**src/rtl/global_ctrl_consts.vh**
```
/*
  constants for the global control register bank: offsets, field positions,
  reset values, timing counts. assumes inclusion by bare name.
*/
`ifndef GLOBAL_CTRL_CONSTS_VH
`define GLOBAL_CTRL_CONSTS_VH

// printed offsets are register indices; byte address is four times the index
`define IDX_IDENTITY        12'h000
`define IDX_CONTROL_ONE     12'h002
`define IDX_CONTROL_TWO     12'h004
`define IDX_GENERAL_IO_CFG  12'h00A

// control one fields
`define C1_IRQ_IDLE         14
`define C1_ERR_TRIG         7
`define C1_ERR_SRC          6
`define C1_UPD_MODE_HI      5
`define C1_UPD_MODE_LO      4
`define C1_UPD_REQ          3
`define C1_CLR_ON_READ      2
`define C1_DP_RESET         1
`define C1_FULL_RESET       0
`define C1_WRITE_MASK       16'h40FF
`define C1_RESET_VALUE      16'h0002

// control two fields
`define C2_SRC_HI           11
`define C2_SRC_LO           10
`define C2_OUT_SEL          9
`define C2_IN_SEL           8
`define C2_ADAPT_HI         3
`define C2_ADAPT_LO         1
`define C2_WRITE_MASK       16'h0F0E
`define C2_RESET_VALUE      16'h0000

// general io mode fields (io two at 3:2, io four at 7:6)
`define GIO_TWO_HI          3
`define GIO_TWO_LO          2
`define GIO_FOUR_HI         7
`define GIO_FOUR_LO         6

// timing
`define SOFT_RESET_MIN_NS   100
`define CLK_PERIOD_NS       8
`define REF8K_DIV_DEFAULT   15625
`define ONE_SEC_TICKS       8000

`endif

```
**src/rtl/global_control_registers.v**
```verilog
/*
  global register bank: identity word, two control words, general io mode
  word, reference selection and soft resets, on an apb slave.
  assumes pins are asynchronous (two-stage sync) and the rest of the chip
  uses the soft-reset, update and insertion outputs on mclk.
*/
// The APB slave port was chosen for this implementation.
// Contract
// RULE_01 - identity top four bits mirror boundary-scan id bits 31:28.
// RULE_02 - identity low twelve bits mirror boundary-scan id bits 23:12.
// RULE_03 - irq pin drives low active; idle floats or drives high by bit 14.
// RULE_04 - rising trigger bit inserts an error, only while source bit clear.
// RULE_05 - source bit picks trigger bit or general io six pin.
// RULE_06 - update mode picks update bit, io eight pin or one-second counter.
// RULE_07 - rising update source copies counters into monitor registers, resets them.
// RULE_08 - software holds update bit until done; done clears when bit falls.
// RULE_09 - bit 2 selects latched status clear by write or by read.
// RULE_10 - datapath reset bit holds datapath at defaults; resets to one.
// RULE_11 - full reset bit forces all registers but itself to defaults.
// RULE_12 - software keeps soft reset bits set at least 100 ns.
// RULE_13 - one-second reference from 8 khz reference; source ignored when input selected.
// RULE_14 - source 00 off, 01 adapter clock, 10 port reference, 11 undefined.
// RULE_15 - output select puts 8 khz reference on io two, else io two mode.
// RULE_16 - input select feeds io four into 8 khz input, else held low.
// RULE_17 - control two bits 3:1 set the clock adapter reference mode.
// RULE_18 - adapter mode decodes five reference rates; 101 and 11x undefined.
// RULE_19 - unassigned bits read zero and ignore writes; identity ignores writes. The general io word stores all 16 written bits.
`timescale 1ns/1ns
`include "global_ctrl_consts.vh"
module global_control_registers #(
  parameter [3:0]  REVISION_ID = 4'h1,      // arbitrary value
  parameter [11:0] PART_CODE   = 12'h0A5A,  // arbitrary value
  parameter        DIV_8K      = `REF8K_DIV_DEFAULT,
  parameter        SEC_DIV     = `ONE_SEC_TICKS
) (
  input  wire        mclk_in,
  input  wire        resetn_in,
  input  wire        psel_in,
  input  wire        penable_in,
  input  wire        pwrite_in,
  input  wire [11:0] paddr_in,
  input  wire [31:0] pwdata_in,
  output wire        pready_out,
  output wire        pslverr_out,
  output reg  [31:0] prdata_out,
  input  wire        irq_active_in,
  output wire        irq_pin_out,
  output wire        irq_pin_oe_n_out,
  input  wire        general_io_two_in,
  output wire        general_io_two_out,
  output wire        general_io_two_oe_n_out,
  input  wire        general_io_four_in,
  output wire        general_io_four_out,
  output wire        general_io_four_oe_n_out,
  input  wire        general_io_six_in,
  input  wire        general_io_eight_in,
  input  wire        adapter_tick_in,
  input  wire        port_ref8k_in,
  input  wire        port_status_b_in,
  input  wire        monitor_update_done_in,
  output reg         monitor_update_done_out,
  output reg         monitor_update_out,
  output reg         err_insert_out,
  output wire        latched_clear_on_read_out,
  output wire        datapath_soft_reset_out,
  output wire        full_soft_reset_out,
  output wire [2:0]  rate_adapter_mode_out,
  output wire        rate_adapter_mode_valid_out,
  output wire        ref8k_in_signal_out,
  output wire        ref8k_out_signal_out,
  output wire        one_sec_tick_out
);
  localparam SOFT_RESET_MIN_CYC =
    (`SOFT_RESET_MIN_NS + `CLK_PERIOD_NS - 1) / `CLK_PERIOD_NS;

  reg         rst_s1_q, rst_s2_q;
  reg  [15:0] ctrl_one_q, ctrl_two_q, gio_cfg_q;
  reg  [5:0]  sync1_q, sync2_q;
  reg         trig_prev_q, upd_prev_q, upd_req_prev_q, ref_prev_q;
  reg         tick_8k_q;
  wire        rst_n = rst_s2_q;

  // reset release through two flops
  always @(posedge mclk_in or negedge resetn_in) begin
    if (!resetn_in) begin
      rst_s1_q <= 1'b0;
      rst_s2_q <= 1'b0;
    end else begin
      rst_s1_q <= 1'b1;
      rst_s2_q <= rst_s1_q;
    end
  end

  // pin synchronisers; first stage read only by second
  always @(posedge mclk_in or negedge rst_n) begin
    if (!rst_n) begin
      sync1_q <= 6'h00;
      sync2_q <= 6'h00;
    end else begin
      sync1_q <= {port_status_b_in, port_ref8k_in, general_io_eight_in,
                  general_io_six_in, general_io_four_in, general_io_two_in};
      sync2_q <= sync1_q;
    end
  end
  // bit order follows the concatenation above, io two at bit 0
  wire io_four_s   = sync2_q[1];
  wire io_six_s    = sync2_q[2];
  wire io_eight_s  = sync2_q[3];
  wire port_ref_s  = sync2_q[4];
  wire port_stat_s = sync2_q[5];

  // address decode, shared by read and write paths
  function [1:0] decode_reg;
    input [11:0] addr;
    begin
      if (addr[1:0] != 2'b00)
        decode_reg = 2'd3;
      else if ({2'b00, addr[11:2]} == `IDX_IDENTITY)
        decode_reg = 2'd0;
      else if ({2'b00, addr[11:2]} == `IDX_CONTROL_ONE)
        decode_reg = 2'd1;
      else if ({2'b00, addr[11:2]} == `IDX_CONTROL_TWO)
        decode_reg = 2'd2;
      else
        decode_reg = 2'd3;
    end
  endfunction

  wire       is_gio    = (paddr_in[1:0] == 2'b00) &&
                         ({2'b00, paddr_in[11:2]} == `IDX_GENERAL_IO_CFG);
  wire [1:0] sel       = decode_reg(paddr_in);
  wire       access    = psel_in & penable_in;
  wire       wr        = access & pwrite_in;
  wire       unmapped  = (sel == 2'd3) & ~is_gio;
  wire       full_rst  = ctrl_one_q[`C1_FULL_RESET];

  assign pready_out  = 1'b1;                // zero wait states
  assign pslverr_out = access & unmapped;

  // control words; full soft reset forces all but its own bit
  always @(posedge mclk_in or negedge rst_n) begin
    if (!rst_n) begin
      ctrl_one_q <= `C1_RESET_VALUE;  // RULE_10
      ctrl_two_q <= `C2_RESET_VALUE;
      gio_cfg_q  <= 16'h0000;
    end else if (full_rst) begin
      ctrl_one_q <= `C1_RESET_VALUE |
                    ((wr && sel == 2'd1) ? (pwdata_in[15:0] & 16'h0001) : 16'h0001); // RULE_11
      ctrl_two_q <= `C2_RESET_VALUE;  // RULE_11
      gio_cfg_q  <= 16'h0000;
    end else if (wr) begin
      if (sel == 2'd1)
        ctrl_one_q <= pwdata_in[15:0] & `C1_WRITE_MASK;  // RULE_19
      if (sel == 2'd2)
        ctrl_two_q <= pwdata_in[15:0] & `C2_WRITE_MASK;  // RULE_19
      if (is_gio)
        gio_cfg_q <= pwdata_in[15:0];
    end
  end

  // read mux over the selected word
  reg [31:0] rd_mux;
  always @* begin
    rd_mux = 32'h0000_0000;
    case (sel)
      2'd0:    rd_mux = {16'h0000, REVISION_ID, PART_CODE};  // RULE_01 RULE_02
      2'd1:    rd_mux = {16'h0000, ctrl_one_q};
      2'd2:    rd_mux = {16'h0000, ctrl_two_q};
      default: rd_mux = is_gio ? {16'h0000, gio_cfg_q} : 32'h0000_0000;
    endcase
  end

  // captured in the setup cycle so the answer comes from a flop with zero waits;
  // limitation: a read set up right behind a full-reset write sees the old word
  always @(posedge mclk_in or negedge rst_n) begin
    if (!rst_n)
      prdata_out <= 32'h0000_0000;
    else if (psel_in & ~penable_in)
      prdata_out <= rd_mux;
  end

  // irq pin: low when active, idle float or drive high
  assign irq_pin_out      = ~irq_active_in;                                   // RULE_03
  assign irq_pin_oe_n_out = ~(irq_active_in | ctrl_one_q[`C1_IRQ_IDLE]);     // RULE_03

  // error insert source and trigger edge
  wire err_src = ctrl_one_q[`C1_ERR_SRC] ? io_six_s : ctrl_one_q[`C1_ERR_TRIG];  // RULE_05

  // update source select
  wire       tick_sec_w;
  wire [1:0] upd_mode = ctrl_one_q[`C1_UPD_MODE_HI:`C1_UPD_MODE_LO];
  wire       upd_req  = ctrl_one_q[`C1_UPD_REQ];
  wire       upd_src  = upd_mode[1] ? tick_sec_w :
                        (upd_mode[0] ? io_eight_s : upd_req);  // RULE_06

  // edge detectors for insertion, update and done tracking
  always @(posedge mclk_in or negedge rst_n) begin
    if (!rst_n) begin
      trig_prev_q             <= 1'b0;
      upd_prev_q              <= 1'b0;
      upd_req_prev_q          <= 1'b0;
      err_insert_out          <= 1'b0;
      monitor_update_out      <= 1'b0;
      monitor_update_done_out <= 1'b0;
    end else begin
      trig_prev_q    <= err_src;
      upd_prev_q     <= upd_src;
      upd_req_prev_q <= upd_req;
      // source bit clear is implied when pin path is chosen separately
      err_insert_out <= err_src & ~trig_prev_q;  // RULE_04
      monitor_update_out <= upd_mode[1] ? tick_sec_w : (upd_src & ~upd_prev_q);  // RULE_07
      // set wins over the clear on the falling update bit
      if (monitor_update_done_in)
        monitor_update_done_out <= 1'b1;
      else if (upd_req_prev_q & ~upd_req)
        monitor_update_done_out <= 1'b0;  // RULE_08
    end
  end

  assign latched_clear_on_read_out = ctrl_one_q[`C1_CLR_ON_READ];  // RULE_09
  assign datapath_soft_reset_out   = ctrl_one_q[`C1_DP_RESET];     // RULE_10
  // software holds these at least SOFT_RESET_MIN_CYC cycles
  assign full_soft_reset_out       = full_rst;                     // RULE_12

  // clock adapter mode and its validity
  assign rate_adapter_mode_out       = ctrl_two_q[`C2_ADAPT_HI:`C2_ADAPT_LO];  // RULE_17
  assign rate_adapter_mode_valid_out = (rate_adapter_mode_out <= 3'b100);      // RULE_18

  // 8 khz reference source selection
  wire       in_sel  = ctrl_two_q[`C2_IN_SEL];
  wire [1:0] src_sel = ctrl_two_q[`C2_SRC_HI:`C2_SRC_LO];
  assign ref8k_in_signal_out = in_sel ? io_four_s : 1'b0;  // RULE_16
  wire   ext_ref = in_sel ? io_four_s : port_ref_s;
  wire   ref_edge = ext_ref & ~ref_prev_q;
  // undefined code 11 counts as off, so the divider never runs on a guess
  wire   div_clear = ~in_sel & ((src_sel == 2'b00) | (src_sel == 2'b11));  // RULE_14
  wire   div_src   = in_sel ? 1'b0 : (src_sel == 2'b01) & adapter_tick_in;  // RULE_13 RULE_14
  wire   tick_8k_w;

  // external references already run at 8 khz; only adapter ticks are divided
  always @(posedge mclk_in or negedge rst_n) begin
    if (!rst_n) begin
      ref_prev_q <= 1'b0;
      tick_8k_q  <= 1'b0;
    end else begin
      ref_prev_q <= ext_ref;
      if (in_sel | (src_sel == 2'b10))
        tick_8k_q <= ref_edge;  // RULE_13
      else
        tick_8k_q <= tick_8k_w;
    end
  end

  // the divider's own second pulse is left open: the counter below serves all sources
  ref8k_timer #(
    .DIV_8K  (DIV_8K),
    .SEC_DIV (SEC_DIV)
  ) u_div (
    .clk_in       (mclk_in),
    .rst_n_in     (rst_n),
    .clear_in     (div_clear | full_rst),
    .src_tick_in  (div_src),
    .tick_8k_out  (tick_8k_w),
    .tick_sec_out ()
  );

  // second counter from the selected 8 khz ticks
  reg [12:0] sec_cnt_q;
  reg        sec_tick_q;
  always @(posedge mclk_in or negedge rst_n) begin
    if (!rst_n) begin
      sec_cnt_q  <= 13'h0000;
      sec_tick_q <= 1'b0;
    end else begin
      sec_tick_q <= 1'b0;
      if (tick_8k_q) begin
        if (sec_cnt_q == SEC_DIV[12:0] - 13'h0001) begin
          sec_cnt_q  <= 13'h0000;
          sec_tick_q <= 1'b1;  // RULE_13
        end else begin
          sec_cnt_q <= sec_cnt_q + 13'h0001;
        end
      end
    end
  end
  assign tick_sec_w       = sec_tick_q;
  assign one_sec_tick_out = sec_tick_q;

  // io two: reference output or its own mode; io four: input when selected
  wire [1:0] two_mode  = gio_cfg_q[`GIO_TWO_HI:`GIO_TWO_LO];
  wire [1:0] four_mode = gio_cfg_q[`GIO_FOUR_HI:`GIO_FOUR_LO];
  reg  ref_level_q;
  always @(posedge mclk_in or negedge rst_n) begin
    if (!rst_n)
      ref_level_q <= 1'b0;
    else if (tick_8k_q)
      ref_level_q <= ~ref_level_q;
  end
  assign ref8k_out_signal_out   = ref_level_q;
  assign general_io_two_out     = ctrl_two_q[`C2_OUT_SEL] ? ref_level_q :
                                  (two_mode == 2'b01) ? port_stat_s : two_mode[0];  // RULE_15
  assign general_io_two_oe_n_out = ~(ctrl_two_q[`C2_OUT_SEL] | two_mode != 2'b00); // RULE_15
  assign general_io_four_out     = four_mode[0];
  assign general_io_four_oe_n_out = in_sel | ~four_mode[1];  // RULE_16
endmodule // global_control_registers

```
**src/rtl/ref8k_timer.v**
```verilog
/*
  divides a source clock enable down to an 8 khz pulse and then to a
  one-second pulse. assumes all inputs are on mclk and already synchronised.
*/
`timescale 1ns/1ns
module ref8k_timer #(
  parameter DIV_8K  = 15625,
  parameter SEC_DIV = 8000
) (
  input  wire clk_in,
  input  wire rst_n_in,
  input  wire clear_in,
  input  wire src_tick_in,
  output reg  tick_8k_out,
  output reg  tick_sec_out
);
  reg [15:0] div_q;
  reg [12:0] sec_q;

  // counts source ticks; held clear while source disabled
  always @(posedge clk_in or negedge rst_n_in) begin
    if (!rst_n_in) begin
      div_q        <= 16'h0000;
      sec_q        <= 13'h0000;
      tick_8k_out  <= 1'b0;
      tick_sec_out <= 1'b0;
    end else if (clear_in) begin
      div_q        <= 16'h0000;
      sec_q        <= 13'h0000;
      tick_8k_out  <= 1'b0;
      tick_sec_out <= 1'b0;
    end else begin
      tick_8k_out  <= 1'b0;
      tick_sec_out <= 1'b0;
      if (src_tick_in) begin
        if (div_q == DIV_8K[15:0] - 16'h0001) begin
          div_q       <= 16'h0000;
          tick_8k_out <= 1'b1;
          if (sec_q == SEC_DIV[12:0] - 13'h0001) begin
            sec_q        <= 13'h0000;
            tick_sec_out <= 1'b1;
          end else begin
            sec_q <= sec_q + 13'h0001;
          end
        end else begin
          div_q <= div_q + 16'h0001;
        end
      end
    end
  end
endmodule // ref8k_timer
```
**config.mk**
```make
export PLATFORM = sky130hd
export DESIGN_NAME = global_control_registers
export DESIGN_NICKNAME = d
export VERILOG_FILES = /design/src/rtl/global_control_registers.v /design/src/rtl/ref8k_timer.v
export VERILOG_INCLUDE_DIRS = /design/src /design/src/rtl
export SDC_FILE = /design/constraint.sdc
export NUM_CORES = 1
export LEC_CHECK = 0
export BUFFER_PORTS_ARGS = -buffer_cell sky130_fd_sc_hd__buf_2
export CAP_MARGIN = 20
export CORE_MARGIN = 1
export CORE_UTILIZATION = 58
export DETAILED_ROUTE_END_ITERATION = 7
export PLACE_DENSITY = 0.95
export SLEW_MARGIN = 20
export SYNTH_ARGS = -nofsm -noshare
export SYNTH_HDL_FRONTEND = slang
export SYNTH_SLANG_ARGS = --single-unit
```
**constraint.sdc**
```tcl
create_clock -name mclk_in -period 7.95 [get_ports mclk_in]
set_input_delay 0.795 -clock mclk_in [delete_from_list [all_inputs] [get_ports mclk_in]]
set_output_delay 0.795 -clock mclk_in [all_outputs]
set_load 0.005 [all_outputs]
```
# == Word level (Yosys, flattened, before mapping) ==
# Index checks and enable logic that the tools add are counted.
# Widths: inputs -> output; s select.
# word_totals
wordCells,120
reg_bits,134
# classes
eq_ne,12
n_mux,37
order_cmp,1
n_bitwise,29
n_reduce_logical,17
add_sub_neg,2
# ops
op,count
$mux 16,13
$pmux 16 s3,1
$mux 1,19
$add 16x1->16 const B,1
$eq 16x14->1 const B,1
$reduce_bool 2->1,8
$add 13x1->13 const B,1
$eq 13x13->1 const B,1
$mux 13,1
$not 1->1,12
$and 1x1->1,11
$eq 10x2->1 const B,1
$eq 10x3->1 const B,1
$eq 10x4->1 const B,1
$logic_not 10->1,1
$eq 2x2->1 const B,4
$eq 2x1->1 const B,3
$logic_not 2->1,3
$mux 2,3
$or 1x1->1,6
$reduce_and 2->1,3
$le 3x3->1 const B,1
$logic_and 1x1->1,2

# == Logic depth before layout (Yosys ltp) ==
# logic_depth
word_depth,9
ltp_mapped,7

# == Cells and area by module ==
# Synthesis repeated with hierarchy kept, for this count alone.
# unflattened
cells_unflattened,519
area_unflattened_um2,5539.1
# by_module_without_submodules
module,area_per_inst_um2,seq_area_each_um2,n_inst,cells_each
global_control_registers,3816.2,2078.2,1,336
ref8k_timer,1722.9,775.7,1,183

# == Least setup slack after synthesis ==
# OpenSTA, ideal clock, no wires.
# synth_timing
path_type,input -> output
from,in paddr_in[11]
to,out pslverr_out
n_path_buf,0
required_ns,7.155
cell_stages,4
arrival_ns,1.664
setup_slack_ns,5.491
path_cell_list,nor4_2 -> o21ai_0 -> a21oi_1 -> nor2_1
# synth_between
elab_chain_len,8
word_cells_on_any_way,13
classes_between,eq/ne: 4; mux: 4; bitwise: 3; reduce/logical: 2
# synth_lines
item,line_no,rtl
start: declaration,global_control_registers.v:41,"input wire [11:0] paddr_in,"
$eq 10x3->1 (no source line),n/a,
$mux 1,global_control_registers.v:122,"else if ({2'b00, addr[11:2]} == `IDX_CONTROL_TWO)"
$mux 2,global_control_registers.v:120,"else if ({2'b00, addr[11:2]} == `IDX_CONTROL_ONE)"
$mux 2,global_control_registers.v:118,"else if ({2'b00, addr[11:2]} == `IDX_IDENTITY)"
$mux 2,global_control_registers.v:116,if (addr[1:0] != 2'b00)
$eq 2x2->1,global_control_registers.v:134,wire unmapped = (sel == 2'd3) & ~is_gio;
$and 1x1->1 *,global_control_registers.v:134,
$and 1x1->1 *,global_control_registers.v:138,assign pslverr_out = access & unmapped;
end: declaration,global_control_registers.v:44,"output wire pslverr_out,"
# Every way passes the cells marked *; elsewhere a longest branch is shown, timed or not.

# == Final worst setup path ==
# Ends and elaborated chain as after synthesis.

==> impl_results.html <==
<table>
<tr><th>Metric</th><th>Value</th></tr>
<tr><th colspan="2">Global routing</th></tr>
<tr><td>Met1 demand-to-capacity share in global routing</td><td>30.73%</td></tr>
<tr><td>Remaining Overflow, GRT</td><td>0</td></tr>
<tr><td>GR met3 Demand/Resource</td><td>4.966%</td></tr>
<tr><td>Wire length of the first global-routing pass</td><td>16,330 um</td></tr>
<tr><td>Maximum number of pins on one net before global-route repair</td><td>87</td></tr>
<tr><td>Busiest layer in global routing</td><td>met2</td></tr>
<tr><td>Number of global-route vias before repair</td><td>3,523</td></tr>
<tr><td>Antenna violations before repair</td><td>0</td></tr>
<tr><td>Met2 track demand over resource in global routing</td><td>42.80%</td></tr>
<tr><td>All-Layer GR Usage</td><td>24.89%</td></tr>
<tr><th colspan="2">Run</th></tr>
<tr><td>Max-cap violation count</td><td>0</td></tr>
<tr><th colspan="2">Timing</th></tr>
<tr><td>Max-slew violation count</td><td>0</td></tr>
<tr><td>Fmax</td><td>327.7 MHz</td></tr>
<tr><td>Final period util</td><td>38.38%</td></tr>
<tr><td>Number of failing setup endpoints in the final timing report</td><td>0</td></tr>
<tr><td>Worst clock skew</td><td>0.01255 ns</td></tr>
<tr><td>Worst slew margin relative to its limit</td><td>28.69%</td></tr>
<tr><td>RSZ-0062 raised after global routing</td><td>no</td></tr>
<tr><td>Final worst-path setup slack</td><td>4.899 ns</td></tr>
<tr><td>Number of failing hold endpoints at the final stage</td><td>0</td></tr>
<tr><td>Worst-Margin Slew</td><td>1.061 ns</td></tr>
<tr><td>Final TNS setup</td><td>0 ns</td></tr>
<tr><td>Min Tclk post-route</td><td>3.051 ns</td></tr>
<tr><th colspan="2">Layout</th></tr>
<tr><td>Net count, final</td><td>594</td></tr>
<tr><td>Antenna Cells</td><td>0</td></tr>
<tr><td>Share of cells above drive strength 1</td><td>20.15%</td></tr>
<tr><td>Fill cells</td><td>541</td></tr>
<tr><td>P&amp;R area growth vs syn</td><td>12.85%</td></tr>
<tr><td>Post-layout utilization of the core</td><td>67.30%</td></tr>
<tr><th colspan="2">Yosys</th></tr>
<tr><td>Portion of the post-synthesis area used by sequential elements</td><td>54.61%</td></tr>
<tr><td>Number of synthesized register bits</td><td>100</td></tr>
<tr><td>Number of distinct library cells after synthesis</td><td>45</td></tr>
<tr><td>Synth Cell Area</td><td>4584 um^2</td></tr>
<tr><td>Number of standard cells after synthesis</td><td>459</td></tr>
<tr><td>Synth Warn #</td><td>0</td></tr>
<tr><td>Post-synthesis area per instance</td><td>9.988 um^2</td></tr>
<tr><td>Share of the synthesized area in the top cell type</td><td>54.04%</td></tr>
<tr><td>Leading area contributor after synthesis</td><td>sky130_fd_sc_hd__dfrtp_1</td></tr>
<tr><td>Most area-consuming cells after synthesis</td><td>sky130_fd_sc_hd__dfrtp_1 54%, sky130_fd_sc_hd__nand2_1 6.5%, sky130_fd_sc_hd__nor2_1 3.8%</td></tr>
<tr><th colspan="2">Power</th></tr>
<tr><td>Worst voltage drop across the vdd grid</td><td>0.00009546 V</td></tr>
<tr><td>Leakage power</td><td>2.497 nW</td></tr>
<tr><td>Power per unit of standard cell area</td><td>168.4 nW/um^2</td></tr>
<tr><th colspan="2">Placed design</th></tr>
<tr><td>Detailed placement HPWL</td><td>6926 um</td></tr>
<tr><td>Port Buffers</td><td>76</td></tr>
<tr><td>Routability Congestion</td><td>0.9007</td></tr>
<tr><td>Worst setup slack after placement</td><td>4.902 ns</td></tr>
<tr><th colspan="2">Critical path</th></tr>
<tr><td>Worst R2R Start</td><td>ctrl_two_q[10]$_DFFE_PN0P_</td></tr>
<tr><td>Worst R2R Path Depth</td><td>7</td></tr>
<tr><td>Reg2reg end</td><td>u_div.div_q[15]$_DFFE_PN0P_</td></tr>
<tr><td>Worst EP required</td><td>7.15 ns</td></tr>
<tr><td>Startpoint kind of the worst setup timing path</td><td>primary input</td></tr>
<tr><td>Worst R2R Setup Slack</td><td>5.70 ns</td></tr>
<tr><td>Maximum fanout encountered on the critical timing path</td><td>10</td></tr>
<tr><td>Critical path capture point type</td><td>output port</td></tr>
<tr><td>Arrival time at the worst endpoint</td><td>2.26 ns</td></tr>
<tr><td>Worst Path Class, Setup</td><td>in -&gt; out</td></tr>
<tr><th colspan="2">Floorplanning</th></tr>
<tr><td>Top-level port count</td><td>111</td></tr>
<tr><td>Die span in x</td><td>90.91 um</td></tr>
<tr><td>Die span in y</td><td>90.91 um</td></tr>
<tr><td>Full die area</td><td>8264 um^2</td></tr>
<tr><td>Starting Density</td><td>59.64%</td></tr>
<tr><td>Placement Rows</td><td>32</td></tr>
<tr><td>Core region area</td><td>7687 um^2</td></tr>
<tr><th colspan="2">CTS</th></tr>
<tr><td>Post-cts hold buffer count</td><td>0</td></tr>
<tr><td>Number of buffers created by CTS</td><td>9</td></tr>
<tr><td>Clock root cell</td><td>sky130_fd_sc_hd__clkbuf_8</td></tr>
<tr><td>Clock tree sinks</td><td>100</td></tr>
<tr><td>CTS tree</td><td>done</td></tr>
<tr><td>CTS HTree Levels</td><td>3</td></tr>
<tr><td>Count of instances resized after the clock tree is built</td><td>0</td></tr>
<tr><td>Number of post-CTS setup repair buffers</td><td>0</td></tr>
<tr><td>Clock latency at the later pin of the worst-skew pair</td><td>0.37 ns</td></tr>
<tr><td>Clock Pin Slew Worst Setup and Hold Paths</td><td>0.10 ns</td></tr>
<tr><td>Max Root-Sink Buffers</td><td>2</td></tr>
<tr><th colspan="2">Drt</th></tr>
<tr><td>Total Wirelength</td><td>9790 um</td></tr>
<tr><td>Mean number of vias per cell</td><td>5.676</td></tr>
<tr><td>Final routed wire length divided by cell count</td><td>15.34 um</td></tr>
<tr><td>Number of search-and-repair iterations in the first detailed-routing pass</td><td>5</td></tr>
<tr><td>DRC marker count from the first detailed-route iteration</td><td>186</td></tr>
<tr><td>DRC</td><td>0</td></tr>
<tr><td>Routed Antenna Nets</td><td>0</td></tr>
<tr><td>Total via count after detailed routing</td><td>3,621</td></tr>
<tr><th colspan="2">Status</th></tr>
<tr><td>Outcome</td><td>completed</td></tr>
<tr><th colspan="2">Hold path</th></tr>
<tr><td>Type of the tightest min-delay check</td><td>reg -&gt; async</td></tr>
</table>
[metal layers]
layer  part of all wire (%)  vias up
li1                       -     1680
met1                     40     1755
met2                     51      167
met3                    6.9       19
met4                    1.7        0
met5                      0        -
[synthesized netlist by cell type (all sizes together)]
master   n
conb     2
o22ai    1
and4     3
ha       5
nor2b    7
nor3    11
nor2    47
clkbuf   9
a22oi    7
nor3b    5
nand3b   1
nand4    8
a21oi   27
a21o     5
and3     5
or4      2
a211oi   1
a211o    1
a22o     4
or3      2
inv     11
or3b     1
nand2b   2
buf     25
nor4b    2
nand2   80
dfrtp   99
nor4    10
mux2i   15
a31oi    4
mux2     3
and2     1
o31ai    1
o311ai   1
xnor2    4
nand3   15
xor2    16
o21ai   15
dfstp    1
[layout make-up]
cell class / count / area (um^2) / area share, %
tap: 102 / 127.6 / 2.467
multi-input combinational: 330 / 1891 / 36.54
inverter: 11 / 41.29 / 0.7981
sequential: 100 / 2507 / 48.46
clock inverter: 6 / 62.56 / 1.209
timing repair buffer: 79 / 406.6 / 7.860
clock buffer: 10 / 137.6 / 2.660
[sequential cells by signal (all words and copies together), names as in the netlist, 5 cells and up]
name / cells
gio_cfg_q: 16
prdata_out: 16
u_div.div_q: 16
sec_cnt_q: 13
ctrl_one_q: 9
ctrl_two_q: 7
sync1_q: 5
sync2_q: 5
[critical path, cell delays in order]
cell and delay (ns):
sky130_fd_sc_hd__buf_2 0.13, sky130_fd_sc_hd__nor4_2 0.77, sky130_fd_sc_hd__o21ai_0 0.17, sky130_fd_sc_hd__a21oi_1 0.22, sky130_fd_sc_hd__nor2_1 0.05, sky130_fd_sc_hd__buf_2 0.12
[where the power goes]
group          switching [W]  internal, W  total [W]
Combinational      0.0000232    0.0000109  0.0000340
Sequential        0.00000270     0.000512   0.000515
Clock               0.000189     0.000133   0.000322
Total               0.000215     0.000656   0.000871
[layout by cell type, fill, tap and decap left out, types with 2 or more instances in the layout]
cell type	instances
sky130_fd_sc_hd__inv_8	4
sky130_fd_sc_hd__a21oi_1	27
sky130_fd_sc_hd__nand2b_1	2
sky130_fd_sc_hd__buf_4	2
sky130_fd_sc_hd__inv_1	11
sky130_fd_sc_hd__ha_1	5
sky130_fd_sc_hd__clkbuf_8	10
sky130_fd_sc_hd__nand4_1	8
sky130_fd_sc_hd__dfrtp_1	98
sky130_fd_sc_hd__a31oi_1	4
sky130_fd_sc_hd__a21o_1	5
sky130_fd_sc_hd__nor4_1	5
sky130_fd_sc_hd__mux2_2	3
sky130_fd_sc_hd__nor4_2	3
sky130_fd_sc_hd__o21ai_0	14
sky130_fd_sc_hd__mux2i_1	15
sky130_fd_sc_hd__a22oi_1	7
sky130_fd_sc_hd__nor3b_1	5
sky130_fd_sc_hd__nor4_4	2
sky130_fd_sc_hd__nand2_1	79
sky130_fd_sc_hd__nor3_1	11
sky130_fd_sc_hd__nand3_1	15
sky130_fd_sc_hd__and3_1	5
sky130_fd_sc_hd__nor4b_1	2
sky130_fd_sc_hd__or3_1	2
sky130_fd_sc_hd__and4_1	3
sky130_fd_sc_hd__buf_2	76
sky130_fd_sc_hd__a22o_1	4
sky130_fd_sc_hd__xnor2_1	4
sky130_fd_sc_hd__nor2b_1	7
sky130_fd_sc_hd__or4_1	2
sky130_fd_sc_hd__xor2_1	16
sky130_fd_sc_hd__conb_1	18
sky130_fd_sc_hd__nor2_1	46
[stage by stage]
| stage | area (um^2) | std cells | total power, W | hold WS (ns) |
|---|---|---|---|---|
| final | 5174 | 638 | 0.0008714 | 0.1694 |
| after global routing | 5174 | 638 | 0.0009026 | 0.1772 |
| after CTS | 5170 | 638 | 0.0008772 | 0.1706 |
| after detailed placement | 4970 | 622 | 0.0005590 | 0.1610 |
| after global placement | 4970 | 622 | 0.0005574 | 0.1564 |
| after floorplan | 4644 | 475 | 0.0005453 | 0.3312 |
[how the worst max path moves through the flow]
stage	startpoint	to	cells past startpoint	slack (ns)
finish	paddr_in[11]	pslverr_out	6	4.90
global route	paddr_in[11]	pslverr_out	6	4.75
CTS	paddr_in[11]	pslverr_out	6	4.91
detailed placement	paddr_in[11]	pslverr_out	6	4.90
global placement	paddr_in[11]	pslverr_out	6	5.00
floorplan	rst_n$_DFF_PN0_	ctrl_one_q[0]$_DFF_PN0_	0	4.96
[cell families after synthesis]
| logic type | Yosys count | share of synthesized area, % |
|---|---|---|
| flops | 100 | 54.61 |
| simple gates | 202 | 21.72 |
| other cells | 2 | 0.1638 |
| fa+ha+maj | 5 | 1.365 |
| xor+xnor | 20 | 3.821 |
| mux | 18 | 4.012 |
| buf+inv | 45 | 5.595 |
| compound gates | 67 | 8.706 |
(Power assumes the default switching activity.)
